<file path="src/hdl/sefc_regs.vh">
// Purpose: Constants for the switching edge and frequency configuration bank
// Assumes: 8-bit registers at byte offsets on the management bus
// Notes:   Reset values are plain defaults; no reset value is documented
`ifndef SEFC_REGS_VH
`define SEFC_REGS_VH

// Register offsets
`define SEFC_ADDR_W          8
`define SEFC_OFS_SLEW        8'h02
`define SEFC_OFS_FREQ        8'h03

// Reset values
`define SEFC_RST_SLEW        8'h00
`define SEFC_RST_FREQ        8'h08

// Slew register field positions
`define SEFC_A_RISE_HI       7
`define SEFC_A_RISE_LO       6
`define SEFC_A_FALL_HI       5
`define SEFC_A_FALL_LO       4
`define SEFC_B_RISE_HI       3
`define SEFC_B_RISE_LO       2
`define SEFC_B_FALL_HI       1
`define SEFC_B_FALL_LO       0

// Slew codes
`define SEFC_SLEW_1VNS       2'h0
`define SEFC_SLEW_2VNS       2'h1

// Frequency register fields
`define SEFC_SYNC_HI         7
`define SEFC_SYNC_LO         6
`define SEFC_FSW_HI          5
`define SEFC_FSW_LO          0

// Sync modes
`define SEFC_SYNC_OFF        2'h0
`define SEFC_SYNC_IN         2'h1
`define SEFC_SYNC_OUT0       2'h2
`define SEFC_SYNC_OUT180     2'h3

// Frequency code limits and step
`define SEFC_FSW_MIN         6'h04
`define SEFC_FSW_MAX         6'h2c
`define SEFC_FSW_STEP_KHZ    12'h032
`define SEFC_FSW_SAT_KHZ     12'h898

`endif

</file>
<file path="src/hdl/sefc_bank.v">
// Purpose: Slew-rate and sync/frequency configuration registers
// Assumes: Bus write and read strobes come from logic on clk
// Notes:   Decoded outputs feed the analog power stage
//
// Overview of operation
// RULE_01 - Slew code 0 is 1 V/ns, 1 is 2 V/ns
// RULE_02 - Slew bits 7:6/5:4 are node A rise/fall
// RULE_03 - Slew bits 3:2/1:0 are node B rise/fall
// RULE_04 - Sync bits 7:6; 0 off, 1 clock in
// RULE_05 - Sync 2 clock out 0 deg, 3 180 deg
// RULE_06 - Codes 4..44 give code times 50 kHz
// RULE_07 - Codes 45..63 saturate at 2.2 MHz
// RULE_08 - Host keeps frequency at or below 1 MHz
// RULE_09 - Registers read back last written, no side effects
// RULE_10 - Host avoids writing reserved codes
`include "sefc_regs.vh"
`timescale 1ns/1ps
`default_nettype none

module sefc_bank (
	// Clock, reset, enable
	input  wire        clk,
	input  wire        rst_b,
	input  wire        clk_en,
	// Register port
	input  wire [7:0]  reg_addr,
	input  wire        reg_wr,
	input  wire [7:0]  reg_wdata,
	input  wire        reg_rd,
	output reg  [7:0]  reg_rdata,
	output reg         reg_rvalid,
	// Slew settings, 1 = fast 2 V/ns
	output reg         node_a_rise_fast,
	output reg         node_a_fall_fast,
	output reg         node_b_rise_fast,
	output reg         node_b_fall_fast,
	output reg         slew_reserved,
	// Sync and frequency settings
	output reg         sync_pin_input,
	output reg         sync_pin_output,
	output reg         sync_out_invert,
	output reg  [11:0] switching_freq_khz,
	output reg         freq_reserved
);

	// Stored register images, kept at full width for readback
	reg  [7:0]  switch_node_slew_rate_r;
	reg  [7:0]  sync_and_switching_frequency_r;

	// Next values of the stored images
	wire [7:0]  switch_node_slew_rate_nxt;
	wire [7:0]  sync_and_switching_frequency_nxt;

	// Address hits, shared by the write path
	wire        hit_slew;
	wire        hit_freq;

	// Raw fields, named after what they steer
	wire [1:0]  node_a_rise_rate;
	wire [1:0]  node_a_fall_rate;
	wire [1:0]  node_b_rise_rate;
	wire [1:0]  node_b_fall_rate;
	wire [1:0]  sync_mode;
	wire [5:0]  switching_frequency_code;

	// Decoded values ahead of the output flops
	wire        slew_rsv_nxt;
	wire        sync_in_nxt;
	wire        sync_out_nxt;
	wire        sync_inv_nxt;
	wire [11:0] freq_khz_nxt;
	wire        freq_rsv_nxt;

	// Read mux result, registered on a read strobe
	reg  [7:0]  rdata_nxt;

	// Slew code to fast flag.
	// Reserved codes fall back to the slow edge: a slower edge costs
	// some loss but never adds ringing, so it is the safe default.
	function slew_fast;
		input [1:0] code;
		begin
			slew_fast = (code == `SEFC_SLEW_2VNS); // RULE_01
		end
	endfunction

	// Slew code reserved check, used for all four fields
	function slew_rsv;
		input [1:0] code;
		begin
			slew_rsv = (code != `SEFC_SLEW_1VNS) &&
				(code != `SEFC_SLEW_2VNS);
		end
	endfunction

	// Frequency code to kHz.
	// Low reserved codes report zero so the stage can hold off; codes
	// above the linear range saturate at the fixed ceiling.
	// The product fits 12 bits: the largest linear code gives 2200.
	function [11:0] freq_khz;
		input [5:0] code;
		begin
			if (code < `SEFC_FSW_MIN) begin
				freq_khz = 12'h000;
			end else if (code > `SEFC_FSW_MAX) begin
				freq_khz = `SEFC_FSW_SAT_KHZ; // RULE_07
			end else begin
				freq_khz = {6'h00, code} * `SEFC_FSW_STEP_KHZ; // RULE_06
			end
		end
	endfunction

	// Low frequency code check, flags the reserved bottom range
	function freq_low;
		input [5:0] code;
		begin
			freq_low = (code < `SEFC_FSW_MIN); // RULE_06
		end
	endfunction

	// Address decode; only the two mapped offsets take writes
	assign hit_slew = (reg_addr == `SEFC_OFS_SLEW);
	assign hit_freq = (reg_addr == `SEFC_OFS_FREQ);

	// Register write next values; other offsets leave both untouched
	assign switch_node_slew_rate_nxt =
		(reg_wr && hit_slew) ? reg_wdata : switch_node_slew_rate_r;
	assign sync_and_switching_frequency_nxt =
		(reg_wr && hit_freq) ? reg_wdata :
		sync_and_switching_frequency_r;

	// Slew field extraction
	assign node_a_rise_rate =
		switch_node_slew_rate_r[`SEFC_A_RISE_HI:`SEFC_A_RISE_LO]; // RULE_02
	assign node_a_fall_rate =
		switch_node_slew_rate_r[`SEFC_A_FALL_HI:`SEFC_A_FALL_LO]; // RULE_02
	assign node_b_rise_rate =
		switch_node_slew_rate_r[`SEFC_B_RISE_HI:`SEFC_B_RISE_LO]; // RULE_03
	assign node_b_fall_rate =
		switch_node_slew_rate_r[`SEFC_B_FALL_HI:`SEFC_B_FALL_LO]; // RULE_03

	// Sync and frequency field extraction
	assign sync_mode =
		sync_and_switching_frequency_r[`SEFC_SYNC_HI:`SEFC_SYNC_LO]; // RULE_04
	assign switching_frequency_code =
		sync_and_switching_frequency_r[`SEFC_FSW_HI:`SEFC_FSW_LO]; // RULE_06

	// Slew decode; any reserved field raises one shared flag
	assign slew_rsv_nxt = slew_rsv(node_a_rise_rate) |
		slew_rsv(node_a_fall_rate) |
		slew_rsv(node_b_rise_rate) |
		slew_rsv(node_b_fall_rate); // RULE_01

	// Sync decode; output modes share the driver, 180 deg sets invert
	assign sync_in_nxt  = (sync_mode == `SEFC_SYNC_IN); // RULE_04
	assign sync_out_nxt = (sync_mode == `SEFC_SYNC_OUT0) ||
		(sync_mode == `SEFC_SYNC_OUT180); // RULE_05
	assign sync_inv_nxt = (sync_mode == `SEFC_SYNC_OUT180); // RULE_05

	// Frequency decode; no 1 MHz cap here, that limit is the host's
	assign freq_khz_nxt = freq_khz(switching_frequency_code);
	assign freq_rsv_nxt = freq_low(switching_frequency_code);

	// Read mux; unmapped offsets return zero so probing is harmless
	always @* begin
		case (reg_addr)
		`SEFC_OFS_SLEW: begin
			rdata_nxt = switch_node_slew_rate_r; // RULE_09
		end
		`SEFC_OFS_FREQ: begin
			rdata_nxt = sync_and_switching_frequency_r; // RULE_09
		end
		default: begin
			rdata_nxt = 8'h00;
		end
		endcase
	end

	// Storage; full 8 bits kept so reserved codes read back as written.
	// A low enable freezes the images, so a strobe then is lost.
	always @(posedge clk or negedge rst_b) begin
		if (!rst_b) begin
			switch_node_slew_rate_r        <= `SEFC_RST_SLEW;
			sync_and_switching_frequency_r <= `SEFC_RST_FREQ;
		end else if (clk_en) begin
			switch_node_slew_rate_r        <= switch_node_slew_rate_nxt; // RULE_09
			sync_and_switching_frequency_r <=
				sync_and_switching_frequency_nxt; // RULE_09
		end
	end

	// Read path; reads only load the data flop, no state is touched.
	// Read data holds between reads, valid follows the read strobe one enabled edge later.
	// A read in the cycle of a write to the same offset sees the old
	// value, since the mux looks at the images before the edge.
	always @(posedge clk or negedge rst_b) begin
		if (!rst_b) begin
			reg_rdata  <= 8'h00;
			reg_rvalid <= 1'b0;
		end else if (clk_en) begin
			reg_rvalid <= reg_rd;
			if (reg_rd) begin
				reg_rdata <= rdata_nxt; // RULE_09
			end
		end
	end

	// Decoded settings, registered so every output is a flip-flop.
	// They follow a write by one enabled edge; the stage sees no
	// glitch while the bus strobes move.
	always @(posedge clk or negedge rst_b) begin
		if (!rst_b) begin
			node_a_rise_fast   <= 1'b0;
			node_a_fall_fast   <= 1'b0;
			node_b_rise_fast   <= 1'b0;
			node_b_fall_fast   <= 1'b0;
			slew_reserved      <= 1'b0;
			sync_pin_input     <= 1'b0;
			sync_pin_output    <= 1'b0;
			sync_out_invert    <= 1'b0;
			switching_freq_khz <= 12'h000;
			freq_reserved      <= 1'b0;
		end else if (clk_en) begin
			node_a_rise_fast   <= slew_fast(node_a_rise_rate); // RULE_02
			node_a_fall_fast   <= slew_fast(node_a_fall_rate); // RULE_02
			node_b_rise_fast   <= slew_fast(node_b_rise_rate); // RULE_03
			node_b_fall_fast   <= slew_fast(node_b_fall_rate); // RULE_03
			slew_reserved      <= slew_rsv_nxt; // RULE_01
			sync_pin_input     <= sync_in_nxt; // RULE_04
			sync_pin_output    <= sync_out_nxt; // RULE_05
			sync_out_invert    <= sync_inv_nxt; // RULE_05
			switching_freq_khz <= freq_khz_nxt; // RULE_06
			freq_reserved      <= freq_rsv_nxt; // RULE_06
		end
	end

	// Limitation: the decoded outputs are plain levels; a stage that
	// must not switch on a reserved code has to watch the two flags.

endmodule

`default_nettype wire

</file>
<file path="config.mk">
export PLATFORM = sky130hd
export DESIGN_NAME = sefc_bank
export DESIGN_NICKNAME = d
export VERILOG_FILES = /design/src/hdl/sefc_bank.v
export VERILOG_INCLUDE_DIRS = /design/src /design/src/hdl
export SDC_FILE = /design/constraint.sdc
export NUM_CORES = 1
export LEC_CHECK = 0
export ABC_AREA = 1
export BUFFER_PORTS_ARGS = -buffer_cell sky130_fd_sc_hd__buf_2
export CAP_MARGIN = 20
export CORE_MARGIN = 1.5
export CORE_UTILIZATION = 50
export DETAILED_ROUTE_END_ITERATION = 10
export PLACE_DENSITY = 0.84
export SLEW_MARGIN = 20
export SYNTH_ARGS = -nofsm -noshare
export SYNTH_HDL_FRONTEND = slang
export SYNTH_SLANG_ARGS = --single-unit
</file>
<file path="constraint.sdc">
create_clock -name clk -period 5.5 [get_ports clk]
set_input_delay 0.825 -clock clk [delete_from_list [all_inputs] [get_ports clk]]
set_output_delay 0.825 -clock clk [all_outputs]
set_load 0.01 [all_outputs]
</file>
## Yosys cells after proc, flatten, opt, wreduce, memory -nomap -nowiden

Index checks and enable logic that the tools add are counted.

- Flip-flop bits (word level): 46
- Input port bits: 21
- Output and inout port bits: 30

- $mul: 1
- Order comparisons: 2
- Eq/ne operators: 13
- Mux-type cells: 3
- Bitwise gates (word level): 3
- Reduce and logical (&&, ||, !) cells: 14

Operators with widths:

| cell | number |
|---|---|
| $mux 12 | 2 |
| $eq 8x2->1 const B | 2 |
| $pmux 8 s2 | 1 |
| $mul 6x5->11 const B | 1 |
| $eq 2x1->1 const B | 5 |
| $ne 2x1->1 const B | 4 |
| $reduce_bool 2->1 | 4 |
| $gt 6x6->1 const B | 1 |
| $logic_and 1x1->1 | 6 |
| $lt 6x3->1 const B | 1 |
| $reduce_and 2->1 | 3 |
| $eq 2x2->1 const B | 2 |
| $or 1x1->1 | 3 |
| $logic_or 1x1->1 | 1 |

## Logic depth before layout (Yosys ltp)

Gate-level depths: netlist of the first run.

- Word-level depth: 5
- Mapped depth: 14
- Gate-level depth less buffers: 14

## Worst setup path after synthesis of the first run

No wires, ideal clock.

- Path type: reg2reg
- Start point: register sync_and_switching_frequency_r[3]
- End point: register switching_freq_khz[7]
- Library setup time: 0.127 ns
- Arrival: 2.265 ns
- Required time: 5.373 ns
- Setup slack: 3.108 ns
- Cell stages (with the launch flop): 9
- Clock period less this slack: 2.392 ns
- Cell sequence: dfstp_2 inv_1 ha_1 ha_1 ha_1 ha_1 or2_2 a21oi_1 o21ai_0

- Word-level cells in the longest chain between the ends: 3
- Elaborated cells between the ends (all ways): 5
- Classes of those cells: mul (1); order compare (2); mux (2)

Ends and longest elaborated chain:

| what | RTL line | RTL |
|---|---|---|
| from (decl) | sefc_bank.v:48 | `reg [7:0] sync_and_switching_frequency_r;` |
| from (signal assigned) | sefc_bank.v:184 | `` sync_and_switching_frequency_r <= `SEFC_RST_FREQ; `` |
| from (signal assigned) | sefc_bank.v:187 | `sync_and_switching_frequency_r <=` |
| $mul 6x5->11 (no source line) / $gt 6x6->1 (equally long branches) | n/a |  |
| $mux 12 | sefc_bank.v:105 | `` end else if (code > `SEFC_FSW_MAX) begin `` |
| $mux 12 * | sefc_bank.v:103 | `` if (code < `SEFC_FSW_MIN) begin `` |
| to (signal assigned) | sefc_bank.v:232 | `switching_freq_khz <= freq_khz_nxt;` |
| to (decl) | sefc_bank.v:42 | `output reg [11:0] switching_freq_khz,` |

Mark *: on every way between the ends. The rest lies on a longest branch, timed or not.
A chain may end at the register's enable or synchronous reset.

## Worst setup path after layout of the first run

- Start point: register sync_and_switching_frequency_r[3]
- End point: register switching_freq_khz[11]

The elaborated chain is that of the path after synthesis.

==> summary.txt, run 1 <==
Pwr
  – Total internal power: 464 µW
  – Leakage: 0.00160 µW
  – Peak VDD IR: 0.000121 V
  – Power Density: 220 mW/mm²
  – Combinational share of power: 0.121
  – Clk network pwr share: 0.322
  – Switching power: 174 µW
  – Register share of total power: 0.557
  – Switch share: 0.273

Placed design
  – Cells after DPL: 395
  – GPL Wtd Cong: 0.950
  – Dpl hpwl: 4070 µm
  – PortBufs: 49

Synthesis
  – Yosys warnings: 0
  – Dominant synthesized flop cell: dfrtp_1
  – Post-Syn Instances: 288
  – Share of the synthesized area in the top cell type: 0.434
  – Sequential share of the synthesized area: 0.444
  – EDFF count, synth: 0
  – Synth top cells by count: nand2_1 (62), dfrtp_1 (44), inv_1 (33)
  – Cell taking the most area after synthesis: dfrtp_1
  – Syn Area/Cell: 8.81 µm²
  – Synth area leaders: dfrtp_1 (43%), ha_1 (13%), nand2_1 (9.2%)
  – Synth Net Count: 337
  – #FFs+latches synth: 45
  – Synth unique cells: 32
  – Post-synth ARST share: 1.00
  – Mapped Area: 0.00254 mm²
  – Count leader, synth: nand2_1

Floorplanning
  – Die Y: 74.2 µm
  – Site row count: 25
  – Core area: 0.00482 mm²
  – Starting Density: 0.527
  – Num ports: 51
  – Full die area: 0.00551 mm²
  – Die width: 74.2 µm

Timing
  – Final setup fails: 0
  – Slew Limit Fails: 0
  – Layout Skew: 0.00666 ns
  – Final Cycle Share: 0.467
  – Sum Neg Setup Slack: 0 ns
  – Relative slew slack: 0.350
  – RSZ-0062 raised after global routing: false
  – Fin crit period: 2.57 ns
  – Maximum clock rate: 0.389 GHz
  – Worst-margin pin slew: 0.975 ns
  – Final hold viol count: 0

Detailed routing
  – DRC errors left: 0
  – Total wire length: 5260 µm
  – First-pass detailed-route iteration total: 4
  – Vias/cell: 5.18
  – Wirelength per Cell: 13.1 µm
  – Total number of vias: 2087
  – Starting DRT DRC Count: 201
  – ANT nets after route: 0

CTS
  – CTS sink count: 45
  – Hold_buf cts: 0
  – CTS Root Cell: clkbuf_8
  – CTS buffer count: 5
  – Post-CTS Setup Bufs: 0
  – H-Tree Depth: 2
  – CTS max path bufs: 2
  – CTS tree: done
  – Post-CTS Resized: 0
  – Insertion delay to the later sink of the worst-skew pair: 0.30 ns
  – Clk slew on worst S/H paths: 0.08 ns

Setup path
  – Kind of end point of the critical path: flop
  – Crit path from: sync_and_switching_frequency_r[3]
  – CP Max Fanout: 6
  – Req. time, crit path: 5.74 ns
  – Setup CP Type: flop to flop
  – CP Launch Type: flop
  – Critical Path AT: 2.81 ns
  – Reg2reg start: sync_and_switching_frequency_r[3]

Min path
  – HP Start: reg_rvalid
  – Worst hold path class: flop to flop

Run status
  – Status: completed

Finish
  – Diode count: 0
  – Post-route core utilization: 0.601
  – Non-filler cells, final: 403
  – Final net count: 384
  – Area growth, synth to finish: 14.2%
  – Share of cells above drive strength 1: 0.241

GRT
  – Number of global-route vias before repair: 1809
  – First-pass GRT wire length: 8470 µm
  – Total GRT Usage: 0.205
  – Largest net degree at the start of global routing: 46
  – GR Overflow Total: 0
  – Antenna violations before repair: 0

Flow run
  – Max_cap viols: 0
-- logic make-up after synthesis --
group,Yosys count,share of synthesized area
xor+xnor,1,0.00345
flops,45,0.444
other cells,1,0.00148
compound gates,43,0.106
buf+inv,46,0.0784
simple gates,124,0.226
fa+ha+maj,28,0.141
-- state kept, by name (all words and copies together) (netlist names), 8 cells and up --
register	cells
sync_and_switching_frequency_r	8
reg_rdata	8
switch_node_slew_rate_r	8
switching_freq_khz	11
-- cell usage in the layout, fill, tap and decap left out, drive strengths merged --
cell type,count
a21oi,4
a22o,2
a31oi,8
and2,1
buf,49
clkbuf,5
clkinv,1
clkinvlp,1
conb,1
dfrtp,44
dfstp,1
fa,1
ha,27
inv,38
nand2,65
nand3,27
nand4,2
nor2,23
nor3,2
nor4,1
o21ai,27
o31ai,2
or2,3
xnor2,1
-- path summary, 6_finish.rpt --
check,cells after the start,end,slack (ns)
setup / recovery,10,switching_freq_khz[11],2.93
hold / removal,2,reg_rvalid,0.48
setup reg to reg,10,switching_freq_khz[11],2.93
hold reg to reg,2,reg_rvalid,0.48
max in group asynchronous,1,switch_node_slew_rate_r[0],4.22
min in group asynchronous,1,switching_freq_khz[8],0.66
-- worst max-delay path, stage by stage (launching register included) --
cell and delay, ns:
dfstp_2 0.60, ha_1 0.25, ha_1 0.31, ha_1 0.31, ha_1 0.37, or2_2 0.32, nand3_1 0.10, nand3_1 0.06
nand3_1 0.08, nand2_1 0.06, nand2_1 0.05
-- power groups by stage --
| stage | Clock [µW] | Combinational [µW] | Sequential, µW |
|---|---|---|---|
| CTS | 209 | 78.0 | 355 |
| detailed placement | 0 | 77.7 | 362 |
| global route | 222 | 86.7 | 357 |
| floorplan | 0 | 39.3 | 365 |
| global placement | 0 | 74.6 | 361 |
| finish | 205 | 77.0 | 355 |
-- final cells by class --
type,instances,area [µm²]
fillers,439,1920
multi-input cells,197,1210
flip-flops and latches,45,1130
repair buffers,49,245
inverters,37,139
well taps,67,83.8
clock buffers,5,68.8
clock inverters,3,21.3
-- metal layers --
layer / part of all wire / track usage / vias up / wire [µm]
li1: - / - / 1036 / -
met1: 0.47 / 0.291 / 967 / 2470
met2: 0.46 / 0.315 / 76 / 2400
met3: 0.060 / 0.0366 / 8 / 318
met4: 0.015 / 0.0727 / 0 / 78
met5: 0 / 0 / - / 0
-- through the flow --
stage | instance area, µm² | total power [µW] | hold WS, ns | setup slack [ns]
2_1_floorplan | 2540 | 404 | 0.476 | 3.11
3_3_place_gp | 2810 | 436 | 0.451 | 3.04
3_5_place_dp | 2810 | 439 | 0.462 | 2.96
4_1_cts | 2900 | 642 | 0.482 | 2.93
5_1_grt | 2900 | 666 | 0.509 | 2.75
6_report | 2900 | 638 | 0.478 | 2.93
Power figures use the tool's default switching activity.
==> inputs of run 2 (changes only) <==
==> constraint.sdc (replaced) <==
create_clock -name clk -period 2.6 [get_ports clk]
set_input_delay 0.39 -clock clk [delete_from_list [all_inputs] [get_ports clk]]
set_output_delay 0.39 -clock clk [all_outputs]
set_load 0.01 [all_outputs]
==> summary.txt, run 2 (synthesis results as in run 1) <==
GRT
  – GR Overflow Total: 0 (unchanged)
  – Largest net degree at the start of global routing: 46 (unchanged)
  – Number of global-route vias before repair: 1910 (was 1809)
  – Total GRT Usage: 0.209 (was 0.205)
  – Antenna violations before repair: 0 (unchanged)
  – First-pass GRT wire length: 8740 µm (was 8470 µm)

Run status
  – Status: completed (unchanged)

Timing
  – Relative slew slack: 0.355 (was 0.350)
  – Slew Limit Fails: 0 (unchanged)
  – Layout Skew: 0.00757 ns (was 0.00666 ns)
  – Final setup fails: 0 (unchanged)
  – Maximum clock rate: 0.400 GHz (was 0.389 GHz)
  – Final hold viol count: 0 (unchanged)
  – Worst-margin pin slew: 0.968 ns (was 0.975 ns)
  – Final worst slack: 0.103 ns (was 2.93 ns)
  – Fin crit period: 2.50 ns (was 2.57 ns)
  – Final Cycle Share: 0.960 (was 0.467)

Pwr
  – Leakage: 0.00159 µW (was 0.00160 µW)
  – Power Density: 459 mW/mm² (was 220 mW/mm²)
  – Peak VDD IR: 0.000212 V (was 0.000121 V)

Setup path
  – CP Launch Type: flop (unchanged)
  – CP Max Fanout: 6 (unchanged)
  – Setup CP Type: flop to flop (unchanged)
  – Req. time, crit path: 2.81 ns (was 5.74 ns)
  – Slowest-stage cell, CP: dfrtp_1 (was dfstp_2)
  – Crit path buf inv count: 2 (was 0)
  – Cells along the critical path: ha_1 > ha_4 > ha_4 > inv_1 > fa_1 > inv_2 > nand2_1 > nand2_2 > nand3_1 > nand3_1 > nand3_1 > nand2_1 > nand2_1 (was ha_1 > ha_1 > ha_1 > ha_1 > or2_2 > nand3_1 > nand3_1 > nand3_1 > nand2_1 > nand2_1)
  – CP max stage delay: 0.46 ns (was 0.60 ns)
  – CP top delay family: adder cells (unchanged)
  – Critical Path AT: 2.71 ns (was 2.81 ns)
  – Kind of end point of the critical path: flop (unchanged)

Floorplanning
  – Die width: 74.2 µm (unchanged)
  – Full die area: 0.00551 mm² (unchanged)
  – Site row count: 25 (unchanged)
  – Core area: 0.00482 mm² (unchanged)
  – Num ports: 51 (unchanged)
  – Starting Density: 0.527 (unchanged)
  – Die Y: 74.2 µm (unchanged)

Finish
  – Highest-count cells in the layout ignoring fill and taps: nand2_1 (61), buf_2 (49), dfrtp_1 (41) (was nand2_1 (62), buf_2 (49), dfrtp_1 (44))
  – Max reg flops: 11 (unchanged)
  – Final instance area: 0.00301 mm² (was 0.00290 mm²)
  – Commonest non-fill, non-tap cell in the layout: nand2_1 (unchanged)
  – Diode count: 0 (unchanged)
  – Final net count: 388 (was 384)
  – Share of cells above drive strength 1: 0.282 (was 0.241)
  – Most flops, register: switching_freq_khz (unchanged)
  – Area growth, synth to finish: 18.5% (was 14.2%)

CTS
  – CTS sink count: 45 (unchanged)
  – CTS buffer count: 5 (unchanged)
  – Clk slew on worst S/H paths: 0.10 ns (was 0.08 ns)
  – CTS tree: done (unchanged)
  – CTS Root Cell: clkbuf_8 (unchanged)
  – CTS max path bufs: 2 (unchanged)
  – H-Tree Depth: 2 (unchanged)
  – Insertion delay to the later sink of the worst-skew pair: 0.31 ns (was 0.30 ns)

Placed design
  – Dpl hpwl: 4120 µm (was 4070 µm)
  – PortBufs: 49 (unchanged)
  – GPL Wtd Cong: 0.944 (was 0.950)
  – Placed cell areas: 0.00283 mm² (was 0.00281 mm²)
  – Worst slack, placed: 0.0775 ns (was 2.96 ns)

Detailed routing
  – First-pass detailed-route iteration total: 4 (unchanged)
  – Wirelength per Cell: 14.3 µm (was 13.1 µm)
  – Total wire length: 5800 µm (was 5260 µm)
  – Vias/cell: 5.29 (was 5.18)
  – ANT nets after route: 0 (unchanged)
  – Total number of vias: 2151 (was 2087)
  – DRC errors left: 0 (unchanged)
  – Starting DRT DRC Count: 202 (was 201)

Flow run
  – Max_cap viols: 0 (unchanged)

Min path
  – Worst hold path class: input port to asynchronous set/reset pin (was flop to flop)
## run 2: cell types whose count changed in the layout (fill, tap and decap cells not counted), moves of 3 or more
cell	previous run	this run
ha_4	0	6
dfrtp_1	44	41
ha_1	27	21
dfrtp_2	0	3
buf_4	0	4
## run 2: layout make-up
cell class,count,area [µm²]
tap,67,83.8
clock buffer,5,68.8
fill,412,1810
multi-input combinational,197,1290
timing repair buffer,53,275
sequential,45,1130
clock inverter,3,21.3
inverter,37,139
## run 2: layer usage
metal / wire, µm / share of wire / vias up / track usage
met4: 117 / 0.020 / 0 / 0.0606
li1: - / - / 1042 / -
met2: 2710 / 0.47 / 74 / 0.334
met3: 342 / 0.059 / 13 / 0.0366
met5: 0 / 0 / - / 0
met1: 2630 / 0.45 / 1022 / 0.295
## run 2: worst reg2reg max path, stage by stage (launching register included)
cell and delay (ns):
dfrtp_1 0.46, ha_1 0.35, ha_4 0.26, ha_4 0.26, inv_1 0.05, fa_1 0.43
inv_2 0.08, nand2_1 0.08, nand2_2 0.10, nand3_1 0.09, nand3_1 0.07, nand3_1 0.07
nand2_1 0.06, nand2_1 0.04
## run 2: stage by stage
| stage | util | hold WS [ns] | setup TNS, ns | cells | power (µW) |
|---|---|---|---|---|---|
| 6_report | 0.624 | 0.223 | 0 | 407 | 1380 |
| 5_1_grt | 0.624 | 0.312 | -0.00253 | 407 | 1430 |
| 4_1_cts | 0.606 | 0.267 | 0 | 406 | 1370 |
| 3_5_place_dp | 0.587 | 0.464 | 0 | 398 | 932 |
| 3_3_place_gp | 0.587 | 0.451 | 0 | 398 | 924 |
| 2_1_floorplan | - | 0.0944 | 0 | 288 | 856 |
## run 2: power by group
| group | total, µW | switching (µW) | internal (µW) |
|---|---|---|---|
| clock network | 452 | 261 | 191 |
| registers | 752 | 22.8 | 730 |
| logic | 176 | 107 | 69.5 |
| total | 1380 | 390 | 990 |
## run 2: repair_timing
| item | 4_1_cts | 5_1_grt |
|---|---|---|
| hold buffers | 0 | 0 |
| endpoints found under the hold margin | 0 | 0 |
| buffers inserted | 0 | 1 |
| gates resized for setup | 0 | 12 |
| setup endpoints to repair | 0 | 5 |
## run 2: path summary, 6_finish.rpt
path | depth (start not counted) | slack (ns) | to | from
setup / recovery | 13 | 0.10 | switching_freq_khz[11] | sync_and_switching_frequency_r[2]
hold / removal | 1 | 0.22 | switching_freq_khz[8] | rst_b
setup reg to reg | 13 | 0.10 | switching_freq_khz[11] | sync_and_switching_frequency_r[2]
hold reg to reg | 2 | 0.48 | switching_freq_khz[5] | switching_freq_khz[5]
max in group asynchronous | 1 | 1.70 | sync_and_switching_frequency_r[1] | rst_b
min in group clk | 3 | 0.32 | reg_rvalid | reg_rd
